<file path="src/core/smon_pkg.sv">
package smon_pkg;

  // register port
  localparam int unsigned ADDR_W            = 11;
  localparam int unsigned DATA_W            = 16;
  localparam logic [10:0] OFS_ANALOG_TRIM   = 11'h467;
  localparam logic [10:0] OFS_DEC_OVERRIDE  = 11'h468;
  localparam logic [10:0] OFS_SEQ_CONTROL   = 11'h46a;
  localparam logic [10:0] OFS_READBACK      = 11'h47b;

  localparam logic [15:0] RST_ANALOG_TRIM   = 16'h0012;
  localparam logic [15:0] RST_DEC_OVERRIDE  = 16'h0920;
  localparam logic [8:0]  RST_SEQ_CONTROL   = 9'h094;

  // sequence control fields
  localparam int unsigned SEQ_W             = 9;
  localparam int unsigned SEQ_HIST_CLR      = 8;
  localparam int unsigned SEQ_DISCARD4      = 7;
  localparam int unsigned SEQ_AVG4          = 6;
  localparam int unsigned SEQ_DIV_HI        = 5;
  localparam int unsigned SEQ_DIV_LO        = 4;
  localparam int unsigned SEQ_RUN_NO_LINK   = 3;
  localparam int unsigned SEQ_HOLD_RESET    = 2;
  localparam int unsigned SEQ_PERIODIC      = 1;
  localparam int unsigned SEQ_START         = 0;

  // decimation override fields
  localparam int unsigned DEC_MAN_HOLD      = 15;
  localparam int unsigned DEC_RB_SEL_HI     = 14;
  localparam int unsigned DEC_RB_SEL_LO     = 12;
  localparam int unsigned DEC_MAN_SEL_HI    = 2;
  localparam int unsigned DEC_MAN_SEL_LO    = 0;

  // converter clock: system clock divided by 10, 20 or 40
  localparam int unsigned CLK_FREQ_KHZ      = 125000;
  localparam int unsigned ADC_FAST_KHZ      = 12500;
  localparam logic [5:0]  ADC_DIV_FAST      = 6'(CLK_FREQ_KHZ / ADC_FAST_KHZ);
  localparam logic [1:0]  DIV_CODE_FAST     = 2'h0;
  localparam logic [1:0]  DIV_CODE_MID      = 2'h1;
  localparam logic [1:0]  DIV_CODE_SLOW     = 2'h2;

  // sample counts, stored as count minus one
  localparam logic [2:0]  SAMPLES_2_LAST    = 3'h1;
  localparam logic [2:0]  SAMPLES_4_LAST    = 3'h3;

  localparam int unsigned NUM_SENSORS       = 8;
  localparam int unsigned SEL_W             = 3;
  localparam int unsigned ACC_W             = 18;

  typedef enum logic [2:0] {
    SMON_RESET,
    SMON_IDLE,
    SMON_DISCARD,
    SMON_AVG,
    SMON_STORE,
    SMON_WAIT
  } smon_state_t;

endpackage

</file>
<file path="src/core/smon_seq.sv">
`timescale 1ns/1ps
module smon_seq #(
  parameter logic [15:0] PERIOD_TICKS = 16'h03e8
) (
  input  wire logic                            SYS_CLK,
  input  wire logic                            RST_N,
  input  wire logic                            REG_WE,
  input  wire logic [smon_pkg::ADDR_W-1:0]     REG_ADDR,
  input  wire logic [smon_pkg::DATA_W-1:0]     REG_WDATA,
  output logic      [smon_pkg::DATA_W-1:0]     REG_RDATA,
  input  wire logic [smon_pkg::DATA_W-1:0]     ADC_DATA,
  input  wire logic                            LINK_UP,
  input  wire logic                            BYPASS_FSM,
  output logic                                 ADC_CLK_EN,
  output logic      [smon_pkg::SEL_W-1:0]      SENSOR_SEL,
  output logic                                 SENSOR_RST,
  output logic                                 MON_RST,
  output logic      [smon_pkg::DATA_W-1:0]     ANALOG_TRIM,
  output logic      [smon_pkg::DATA_W-1:0]     DEC_OVERRIDE
);
  import smon_pkg::*;

  typedef struct packed {
    logic [15:0]                  trim_r;
    logic [15:0]                  dec_r;
    logic [SEQ_W-1:0]             seq_r;
    smon_state_t                  st_r;
    logic [SEL_W-1:0]             sensor_r;
    logic [2:0]                   cnt_r;
    logic [ACC_W-1:0]             acc_r;
    logic [15:0]                  wait_r;
    logic [NUM_SENSORS-1:0][15:0] hist_r;
    logic [15:0]                  adc_s1_r;
    logic [15:0]                  adc_s2_r;
    logic                         link_s1_r;
    logic                         link_s2_r;
    logic                         tick_r;
    logic [15:0]                  rdata_r;
    logic [15:0]                  readback_r;
    logic [SEL_W-1:0]             sel_out_r;
    logic                         srst_out_r;
    logic                         mrst_r;
  } smon_regs_t;

  smon_regs_t q;
  smon_regs_t n;
  logic       div_tick;
  logic       launch;
  logic       wr_seq;
  logic [2:0] disc_last;
  logic [2:0] avg_last;

  function automatic logic [15:0] mean_of(input logic [ACC_W-1:0] acc, input logic four);
    mean_of = four ? acc[17:2] : acc[16:1];
  endfunction

  smon_clkdiv u_div (
    .SYS_CLK  (SYS_CLK),
    .RST_N    (RST_N),
    .run      (!q.seq_r[SEQ_HOLD_RESET]),
    .div_code (q.seq_r[SEQ_DIV_HI:SEQ_DIV_LO]),
    .tick     (div_tick)
  );

  always_comb begin
    n         = q;
    launch    = 1'b0;
    wr_seq    = REG_WE && (REG_ADDR == OFS_SEQ_CONTROL);
    disc_last = q.seq_r[SEQ_DISCARD4] ? SAMPLES_4_LAST : SAMPLES_2_LAST;
    avg_last  = q.seq_r[SEQ_AVG4] ? SAMPLES_4_LAST : SAMPLES_2_LAST;

    // converter data and link come from outside this clock
    n.adc_s1_r  = ADC_DATA;
    n.adc_s2_r  = q.adc_s1_r;
    n.link_s1_r = LINK_UP;
    n.link_s2_r = q.link_s1_r;
    n.tick_r    = div_tick;

    if (REG_WE && REG_ADDR == OFS_ANALOG_TRIM) begin
      n.trim_r = REG_WDATA;
    end
    if (REG_WE && REG_ADDR == OFS_DEC_OVERRIDE) begin
      n.dec_r = REG_WDATA;
    end
    if (wr_seq) begin
      n.seq_r[SEQ_W-1:1] = REG_WDATA[SEQ_W-1:1];
    end

    if (q.seq_r[SEQ_HOLD_RESET]) begin
      // held in reset, any run dropped
      n.st_r     = SMON_RESET;
      n.sensor_r = '0;
      n.cnt_r    = '0;
      n.acc_r    = '0;
      n.wait_r   = '0;
    end else begin
      unique case (q.st_r)
        SMON_RESET: begin
          n.st_r = SMON_IDLE;
        end
        SMON_IDLE: begin
          if (!BYPASS_FSM && q.seq_r[SEQ_START] && (q.link_s2_r || q.seq_r[SEQ_RUN_NO_LINK])) begin
            launch     = 1'b1;
            n.st_r     = SMON_DISCARD;
            n.sensor_r = '0;
            n.cnt_r    = '0;
            n.acc_r    = '0;
          end
        end
        SMON_DISCARD: begin
          if (q.tick_r) begin
            if (q.cnt_r == disc_last) begin
              n.cnt_r = '0;
              n.st_r  = SMON_AVG;
            end else begin
              n.cnt_r = q.cnt_r + 3'h1;
            end
          end
        end
        SMON_AVG: begin
          if (q.tick_r) begin
            n.acc_r = q.acc_r + ACC_W'(q.adc_s2_r);
            if (q.cnt_r == avg_last) begin
              n.st_r = SMON_STORE;
            end else begin
              n.cnt_r = q.cnt_r + 3'h1;
            end
          end
        end
        SMON_STORE: begin
          n.hist_r[q.sensor_r] = mean_of(q.acc_r, q.seq_r[SEQ_AVG4]);
          n.cnt_r              = '0;
          n.acc_r              = '0;
          if (q.sensor_r == SEL_W'(NUM_SENSORS - 1)) begin
            n.st_r   = q.seq_r[SEQ_PERIODIC] ? SMON_WAIT : SMON_IDLE;
            n.wait_r = '0;
          end else begin
            n.sensor_r = q.sensor_r + 3'h1;
            n.st_r     = SMON_DISCARD;
          end
        end
        SMON_WAIT: begin
          // periodic bit cleared ends the repetition
          if (!q.seq_r[SEQ_PERIODIC]) begin
            n.st_r = SMON_IDLE;
          end else if (q.tick_r) begin
            if (q.wait_r >= PERIOD_TICKS - 16'h0001) begin
              n.st_r     = SMON_DISCARD;
              n.sensor_r = '0;
            end else begin
              n.wait_r = q.wait_r + 16'h0001;
            end
          end
        end
        default: begin
          n.st_r = SMON_RESET;
        end
      endcase
    end

    // self-clearing start; a new write wins over the clear
    if (wr_seq && REG_WDATA[SEQ_START]) begin
      n.seq_r[SEQ_START] = 1'b1;
    end else if (launch || q.seq_r[SEQ_HOLD_RESET]) begin
      n.seq_r[SEQ_START] = 1'b0;
    end

    // clear applied after the store so it always wins
    if (q.seq_r[SEQ_HIST_CLR]) begin
      n.hist_r = '0;
    end

    if (BYPASS_FSM) begin
      n.sel_out_r  = q.dec_r[DEC_MAN_SEL_HI:DEC_MAN_SEL_LO];
      n.srst_out_r = q.dec_r[DEC_MAN_HOLD];
    end else begin
      n.sel_out_r  = q.sensor_r;
      n.srst_out_r = (q.st_r == SMON_RESET);
    end
    n.mrst_r = (q.st_r == SMON_RESET);

    n.readback_r = q.hist_r[q.dec_r[DEC_RB_SEL_HI:DEC_RB_SEL_LO]];

    unique case (REG_ADDR)
      OFS_ANALOG_TRIM:  n.rdata_r = q.trim_r;
      OFS_DEC_OVERRIDE: n.rdata_r = q.dec_r;
      OFS_SEQ_CONTROL:  n.rdata_r = {7'h00, q.seq_r};
      OFS_READBACK:     n.rdata_r = q.readback_r;
      default:          n.rdata_r = 16'h0000;
    endcase
  end

  always_ff @(posedge SYS_CLK or negedge RST_N) begin
    if (!RST_N) begin
      q          <= '0;
      q.trim_r   <= RST_ANALOG_TRIM;
      q.dec_r    <= RST_DEC_OVERRIDE;
      q.seq_r    <= RST_SEQ_CONTROL;
      q.st_r     <= SMON_RESET;
      q.mrst_r   <= 1'b1;
      q.srst_out_r <= 1'b1;
    end else begin
      q <= n;
    end
  end

  assign REG_RDATA    = q.rdata_r;
  assign ADC_CLK_EN   = q.tick_r;
  assign SENSOR_SEL   = q.sel_out_r;
  assign SENSOR_RST   = q.srst_out_r;
  assign MON_RST      = q.mrst_r;
  assign ANALOG_TRIM  = q.trim_r;
  assign DEC_OVERRIDE = q.dec_r;
endmodule

</file>
<file path="src/core/smon_clkdiv.sv">
`timescale 1ns/1ps
module smon_clkdiv (
  input  wire logic       SYS_CLK,
  input  wire logic       RST_N,
  input  wire logic       run,
  input  wire logic [1:0] div_code,
  output logic            tick
);
  import smon_pkg::*;

  typedef struct packed {
    logic [5:0] cnt_r;
    logic       tick_r;
  } smon_div_t;

  smon_div_t q;
  smon_div_t n;
  logic [5:0] limit;

  always_comb begin
    n = q;
    // reserved code falls back to the slowest rate
    unique case (div_code)
      DIV_CODE_FAST: limit = ADC_DIV_FAST;
      DIV_CODE_MID:  limit = 6'(ADC_DIV_FAST << 1);
      default:       limit = 6'(ADC_DIV_FAST << 2);
    endcase
    n.tick_r = 1'b0;
    if (!run) begin
      n.cnt_r = '0;
    end else if (q.cnt_r >= limit - 6'h01) begin
      n.cnt_r  = '0;
      n.tick_r = 1'b1;
    end else begin
      n.cnt_r = q.cnt_r + 6'h01;
    end
  end

  always_ff @(posedge SYS_CLK or negedge RST_N) begin
    if (!RST_N) begin
      q <= '0;
    end else begin
      q <= n;
    end
  end

  assign tick = q.tick_r;

endmodule

</file>
<file path="config.mk">
export PLATFORM = sky130hd
export DESIGN_NAME = smon_seq
export DESIGN_NICKNAME = d
export VERILOG_FILES = /design/src/core/smon_pkg.sv /design/src/core/smon_seq.sv /design/src/core/smon_clkdiv.sv
export SDC_FILE = /design/constraint.sdc
export NUM_CORES = 1
export LEC_CHECK = 0
export BUFFER_PORTS_ARGS = -buffer_cell sky130_fd_sc_hd__buf_2
export CORE_ASPECT_RATIO = 0.9
export CORE_MARGIN = 2
export CORE_UTILIZATION = 25
export DETAILED_ROUTE_END_ITERATION = 16
export HOLD_SLACK_MARGIN = 0.1
export SYNTH_ARGS = -nofsm -noshare
export SYNTH_HDL_FRONTEND = slang
export SYNTH_SLANG_ARGS = --single-unit
</file>
<file path="constraint.sdc">
create_clock -name SYS_CLK -period 5.54 [get_ports SYS_CLK]
set_input_delay 0.554 -clock SYS_CLK [delete_from_list [all_inputs] [get_ports SYS_CLK]]
set_output_delay 0.554 -clock SYS_CLK [all_outputs]
set_load 0.1 [all_outputs]
</file>
* Word level (Yosys, flattened, before mapping) *
Index checks and enable logic that the tools add are counted.

storage, ports and cells
  register bits = 291
  latch bits = 0
  RAM bits = 0
  memory bits (read-only) = 0
  bits of input ports = 48
  output and inout port bits = 54
  logic and storage cells = 141
  memories kept = 0

cells by class
  $add $sub $neg = 6
  $mul = 0
  divide/modulo/power cells = 0
  $lt $le $gt $ge = 5
  equal/unequal tests = 28
  shifts and indexed selects = 0
  multiplexer cells = 49
  bitwise operators = 0
  reductions and logical operators = 24

operators by type and width
  cell                   count
  $mux 128               3
  $bwmux 128             1
  $mux 16                7
  $pmux 16 s4            1
  $pmux 18 s3            1
  $bmux 16 s3            1
  $demux 16 s3           1
  $eq 11x11->1 const B   4
  $mux 43                1
  $mux 3                 12
  $ne 3x3->1 const B     12
  $pmux 16 s2            1
  $mux 27                1
  $mux 6                 4
  $mux 21                1
  $add 18x16->18         1
  $pmux 3 s6             1
  $add 16x1->16 const B  1
  $ge 16x10->1 const B   1
  $pmux 3 s4             1
  $pmux 6 s2             1
  $reduce_and 5->1       2
  $eq 3x3->1 const B     3
  $pmux 3 s3             1
  other kinds (28)       49

* Depth between registers and ports, before layout *
Gate-level depths: netlist of the first run.

  depth in word-level cells = 9
  mapped depth = 9
  gate-level depth less buffers = 9

* Modules after synthesis *
Synthesis of the first run repeated with hierarchy kept, for this count alone.

unflattened totals
  cell total of the unflattened synthesis = 1307
  area total of the unflattened synthesis = 14094.8 sq um

modules (own cells, without submodules)
  module       instances  cells an instance  area each (sq um)
  smon_seq     1          1264               13666.9
  smon_clkdiv  1          43                 427.9

* Worst setup path before layout of the first run *
Ideal clock, no wire load.

  kind = flip-flop to flip-flop
  from = register q (netlist bit ADC_CLK_EN)
  to = register q[229] (netlist bit)
  arrival time = 2.169 ns
  data required time = 5.414 ns
  path slack = 3.245 ns
  cell stages (with the launch flop) = 7
  period minus slack after synthesis = 2.295 ns
  cells stage by stage = dfrtp_1 clkbuf_1 nand2_1 nor3_1 nor4_4 a22o_1 a311o_1

between the ends
  longest elaborated chain between the ends = 2

ends and longest elaborated chain
  item                        line             text
  from (decl)                 smon_seq.sv:45   smon_regs_t q;
  from (signal assigned)      smon_seq.sv:203  q <= n;
  $ne 3x3->1 (no line)        --
  $reduce_and 3->1 (no line)  --

No other way between the ends.
A chain may end at the register's enable or synchronous reset.

* Worst setup path in the final report of the first run *
  from = register q (netlist bit DEC_OVERRIDE[12])
  to = output port DEC_OVERRIDE[12] (netlist bit)

RTL lines
  item       line            text
  to (decl)  smon_seq.sv:19  output logic [smon_pkg::DATA_W-1:0] DEC_OVERRIDE

No word-level cell between the ends.

==> reports/results.ini, run 1 <==
[outcome]
status = finished, final reports clean

[synth]
netlist_top_cells_area = dfrtp_1, nand2b_1, mux4_2, nand2_1, mux2_2
synth_warnings = 0
synth_edf_count = 0
yosys_most_used_dff = dfrtp_1
ys_ff_latch = 291
syn_nets = 1391
seq_area_frac_synth_pct = 51.2
yosysMostFrequentCell = dfrtp_1
synthCells = 1315
async_flop_share_pct = 100
syn_area_sq_mm = 0.0142
ys_types = 79
synth_common_cells = dfrtp_1, nand2_1, nand2b_1
yosysTopAreaCellShare_pct = 49.3
avgSynthCellArea_sq_um = 10.8
yosysTopAreaCell = dfrtp_1

[drt]
vias = 9769
routed_wl_microns = 33600
vias_per_cell = 4.55
wire_per_inst_microns = 15.7
drc = 0
ant_nets = 0
drt_first_pass_iters = 8
drt_iter0_drc = 943

[critical_path]
slowest_stage = buf_4
max_stage_delay_ns = 0.57
worstSetupEndpointType = output pin
worstPathMaxFanout = 35
worstSetupPathType = reg -> out
r2r_slack_ns = 3.09
critPathArrivalTime_ns = 2.08
crit_required_ns = 4.99
path_cells = buf_4 > buf_2
cp-start-kind = register

[cells_and_area]
drive_gt1_share_pct = 21.2
layout.nets = 1434
multiInputGateArea_sq_mm = 0.00614
syn_to_final_growth_pct = 14.6
seqCellArea_sq_mm = 0.00730
fillerInstances = 5847
utilization_pct = 28.8
antenna_cells = 0
finalNonFillerCells = 2146

[place]
place_inst = 2073
io_buffers = 101
gp_congestion = 0.812
hpwlAfterDp_microns = 21900

[sta]
rsz0062_at_grt = false
drv_slew = 0
worst-slew-pin-transition_ns = 1.17
min_period_ns = 2.63
totalNegativeSetupSlack_ns = 0
final-hold-violation-count = 0
slew_headroom_pct = 21.4
min_period_over_period_pct = 47.6
fin_skew_ns = 0.0214
finalSetupViolCount = 0
fmax_mhz = 380

[grt]
grt_pass1_wl_microns = 55100
antenna_found_initial = 2
grt_pass1_vias = 9816
grt_max_degree = 127
grt_usage_pct = 11.5
grt_overflow = 0

[hold_path]
hp-class = in -> reg

[pwr]
ir_drop_v = 0.000234
p_per_area_mw_per_mm2 = 265
p_leak_nw = 7.27
finalPower_mw = 4.33

[die]
die_area_sq_mm = 0.0589
rows = 83
core_sq_mm = 0.0567
die_width_microns = 256
initial_core_util_pct = 25.1
die-height_microns = 230
io_pins = 102

[cts]
clock_path_buffers = 3
post_cts_buffers = 0
clock_latency_ns = 0.59
root_buffer = clkbuf_16
cts_buffers = 31
cts_max_level = 1
ctsResizeCount = 0
clock_sinks = 291
tritoncts = done
clkTransAtPathRegs_ns = 0.06

[job]
cap_violations = 0

-- where the power goes --
part	total [mW]	switching (mW)	internal [mW]
registers	2.15	0.00952	2.14
clock network	2.03	0.854	1.18
logic	0.144	0.0989	0.0448
-- state kept, by name, indices dropped and copies added, names as in the netlist --
name,cells
q,213
n,17
ANALOG_TRIM,16
DEC_OVERRIDE,16
REG_RDATA,16
u_div.q,6
SENSOR_SEL,3
ADC_CLK_EN,1
MON_RST,1
SENSOR_RST,1
u_div.tick,1
-- what timing repair did --
action,4_1_cts,5_1_grt
endpoints found under the setup margin,0,0
hold buffers,17,0
hold endpoints to repair,27,0
-- path summary, 6_finish.rpt --
path                             startpoint                to  cells after the start
setup / recovery           DEC_OVERRIDE[12]  DEC_OVERRIDE[12]                      2
setup reg to reg                      q[40]            q[226]                      8
hold reg to reg                       n[51]             q[51]                      0
min in group asynchronous             RST_N        u_div.q[4]                      2
max in group asynchronous             RST_N            q[180]                      3
hold / removal                  ADC_DATA[6]             n[46]                      1
-- logic make-up after synthesis --
group / Yosys count / share of synthesized area, %
compound gates: 263 / 11.4
mux: 119 / 12.0
buf+inv: 153 / 5.81
flops: 291 / 51.2
simple gates: 442 / 15.8
fa+ha+maj: 28 / 2.51
xor+xnor: 19 / 1.17
-- metrics by stage --
stage / hold WS [ns] / setup slack (ns) / instance area [sq um]
3_5_place_dp: 0.336 / 2.54 / 15200
2_1_floorplan: 0.258 / 3.25 / 14200
4_1_cts: 0.101 / 2.82 / 16300
6_report: 0.134 / 2.91 / 16300
3_3_place_gp: 0.336 / 2.52 / 15200
5_1_grt: 0.106 / 2.75 / 16300
-- routing by layer --
layer  vias up  wire [microns]  GRT usage, %
li1       4618               -             -
met1      4816           16000          16.4
met2       279           15000          17.6
met3        56            1930          2.34
met4         0             763          2.89
met5         -               0             0
-- worst max-delay path, delay by kind of cell (launching register included) --
kind / cells / cell delay, ns
flip-flops: 1 / 0.34
buffers and inverters: 2 / 1.13
-- layout make-up --
cell class,instances,area share (%)
sequential,291,44.7
multi-input combinational,871,37.6
tap,765,5.86
clock buffer,50,5.62
timing repair buffer,136,5.10
inverter,27,0.621
clock inverter,6,0.483
-- placed cells by master (no fill, tap or decap), types with 4 or more instances in the layout --
| master | Yosys | routed |
|---|---|---|
| a211oi_1 | 8 | 8 |
| a21o_1 | 10 | 10 |
| a21oi_1 | 14 | 14 |
| a222oi_1 | 16 | 16 |
| a32o_1 | 4 | 4 |
| and2_1 | 9 | 9 |
| and3_1 | 4 | 4 |
| buf_2 | 29 | 100 |
| buf_4 | 56 | 17 |
| clkbuf_1 | 38 | 12 |
| clkbuf_16 | 0 | 31 |
| clkbuf_8 | 0 | 7 |
| dfrtp_1 | 281 | 279 |
| dfstp_2 | 10 | 10 |
| dlygate4sd3_1 | 0 | 17 |
| ha_1 | 27 | 27 |
| inv_1 | 26 | 26 |
| mux2_1 | 10 | 10 |
| mux2_2 | 50 | 50 |
| mux2_4 | 10 | 10 |
| mux2i_1 | 17 | 17 |
| mux4_2 | 32 | 32 |
| nand2_1 | 173 | 173 |
| nand2b_1 | 137 | 137 |
| nand3_1 | 11 | 11 |
| nand4_1 | 5 | 5 |
| nor2_1 | 55 | 52 |
| nor2_2 | 3 | 6 |
| nor2b_1 | 5 | 5 |
| nor3_1 | 10 | 9 |
| nor3_2 | 3 | 4 |
| nor4_1 | 4 | 4 |
| o21a_1 | 8 | 8 |
| o21ai_0 | 104 | 104 |
| o21ai_1 | 59 | 59 |
| o31ai_1 | 8 | 8 |
| xnor2_1 | 5 | 5 |
| xor2_1 | 14 | 14 |
No activity file was read; power rests on OpenSTA's default activity.
==> inputs of run 2 (changes only) <==
==> constraint.sdc (replaced) <==
create_clock -name SYS_CLK -period 2.3 [get_ports SYS_CLK]
set_input_delay 0.23 -clock SYS_CLK [delete_from_list [all_inputs] [get_ports SYS_CLK]]
set_output_delay 0.23 -clock SYS_CLK [all_outputs]
set_load 0.1 [all_outputs]
==> reports/results.ini, run 2 (synthesized netlist as in run 1, its figures left out) <==
[grt]
grt_usage_pct = 11.8  ; +0.33 points
grt_pass1_vias = 10000  ; +2.0%
antenna_found_initial = 0  ; -2
use_met2_pct = 19.4  ; +1.7 points
grt_overflow = 0  ; unchanged
grt_busiest_layer = met2
grt_pass1_wl_microns = 56400  ; +2.4%
grt_use_met1_pct = 16.3  ; -0.16 points
grt.met3_usage_pct = 2.15  ; -0.19 points
grt_max_degree = 104  ; -18%

[cts]
cts_buffers = 31  ; unchanged
clock_latency_ns = 0.58  ; about the same
clkTransAtPathRegs_ns = 0.06  ; about the same
root_buffer = clkbuf_16
cts_max_level = 1  ; unchanged
tritoncts = done
clock_path_buffers = 3  ; unchanged
clock_sinks = 291  ; unchanged

[drt]
routed_wl_microns = 35000  ; +4.2%
drc = 0  ; unchanged
drt_first_pass_iters = 8  ; unchanged
ant_nets = 0  ; unchanged
vias_per_cell = 4.51  ; -0.86%
drt_iter0_drc = 655  ; -31%
vias = 9969  ; +2.0%
wire_per_inst_microns = 15.9  ; +1.2%

[cells_and_area]
layout.nets = 1498  ; +4.5%
drive_gt1_share_pct = 24.5  ; +3.3 points
final_common_cell = dfrtp_1
antenna_cells = 0  ; unchanged
largest_reg_flops = 213  ; unchanged
finalNonFillerCells = 2209  ; +2.9%
final_cell_mix = dfrtp_1, nand2_1, nand2b_1
final_area_sq_mm = 0.0171  ; +4.9%
syn_to_final_growth_pct = 20.1
regMostFlops = q

[die]
core_sq_mm = 0.0567  ; unchanged
die_area_sq_mm = 0.0589  ; unchanged
die-height_microns = 230  ; unchanged
io_pins = 102  ; unchanged
die_width_microns = 256  ; unchanged
initial_core_util_pct = 25.1  ; unchanged
rows = 83  ; unchanged

[place]
hpwlAfterDp_microns = 23200  ; +5.7%
place_inst = 2116  ; +2.1%
placed_cell_area_sq_mm = 0.0157  ; +3.4%
gp_congestion = 0.820  ; +0.99%
io_buffers = 101  ; unchanged

[sta]
drv_slew = 0  ; unchanged
worst-slew-pin-transition_ns = 0.597  ; -0.576 ns
fmax_mhz = 449
hold_ws_ns = 0.272  ; +0.138 ns
rsz0062_at_grt = true
finalSetupViolCount = 0  ; unchanged
min_period_over_period_pct = 96.8
min_period_ns = 2.23
totalNegativeSetupSlack_ns = 0  ; unchanged
slew_headroom_pct = 59.8  ; +38 points
final-hold-violation-count = 0  ; unchanged
fin_skew_ns = 0.0103  ; -0.0111 ns

[pwr]
p_per_area_mw_per_mm2 = 603  ; +130%
p_leak_nw = 7.63  ; +5.0%
ir_drop_v = 0.000590  ; +150%

[hold_path]
hp-class = in -> async

[critical_path]
worstSetupEndpointType = register
worstPathMaxFanout = 2  ; -94%
crit_required_ns = 2.77  ; -2.22 ns
cp-start-kind = register
critPathArrivalTime_ns = 2.70  ; +0.62 ns
worstSetupPathType = reg -> reg

[outcome]
status = finished, final reports clean

[job]
cap_violations = 0  ; unchanged

## run 2: final timing paths
path | from | end | slack, ns | cells past startpoint
setup / recovery | q[46] | q[231] | 0.07 | 6
hold / removal | RST_N | q[209] | 0.27 | 3
setup reg to reg | q[46] | q[231] | 0.07 | 6
hold reg to reg | n[43] | q[43] | 0.35 | 0
max in group asynchronous | RST_N | q[116] | 1.53 | 3
min in group SYS_CLK | REG_ADDR[1] | REG_RDATA[7] | 0.28 | 4
## run 2: per-stage QoR
stage                     power (mW)  util (%)  worst slack, ns
after CTS                       10.5      30.0           0.0186
after global routing            10.8      30.2          -0.0233
after global placement          5.63      27.6           0.0446
after detailed placement        5.63      27.6          -0.0430
after floorplan                 5.41         -          0.00513
final                           10.3      30.2           0.0735
## run 2: worst max-delay path: stages (launching register included)
cell	delay (ns)
dfrtp_1	0.40
ha_4	0.24
a2111o_1	0.44
o22ai_4	0.23
nor4_2	0.09
or4_1	0.47
a32o_1	0.25
## run 2: timing repair
item                                   CTS  global route
endpoints found under the hold margin  352             0
pin swaps                                0             5
setup endpoints to repair                1            28
hold buffers                            36             0
buffers inserted                         0             2
gates resized for setup                  1            20
cloned                                   0             0
## run 2: cell type report
| cell class | instances | area (sq um) |
|---|---|---|
| repair buffers | 200 | 1560 |
| inverters | 27 | 101 |
| clock buffers | 47 | 906 |
| well taps | 765 | 957 |
| flip-flops and latches | 291 | 7300 |
| clock inverters | 8 | 61.3 |
| fillers | 5824 | 39600 |
| multi-input cells | 871 | 6240 |
## run 2: metal layers
| metal | share of wire [%] | routed length [microns] |
|---|---|---|
| met1 | 47 | 16500 |
| met2 | 46 | 16200 |
| met3 | 5.0 | 1750 |
| met4 | 1.8 | 627 |
| met5 | 0 | 0 |
## run 2: power breakdown
group	internal [mW]	total, mW	switching (mW)	leakage (nW)
sequential	5.16	5.18	0.0221	3.95
clock	2.71	4.74	2.04	0.477
combinational	0.148	0.400	0.252	3.21
total	8.02	10.3	2.31	7.63
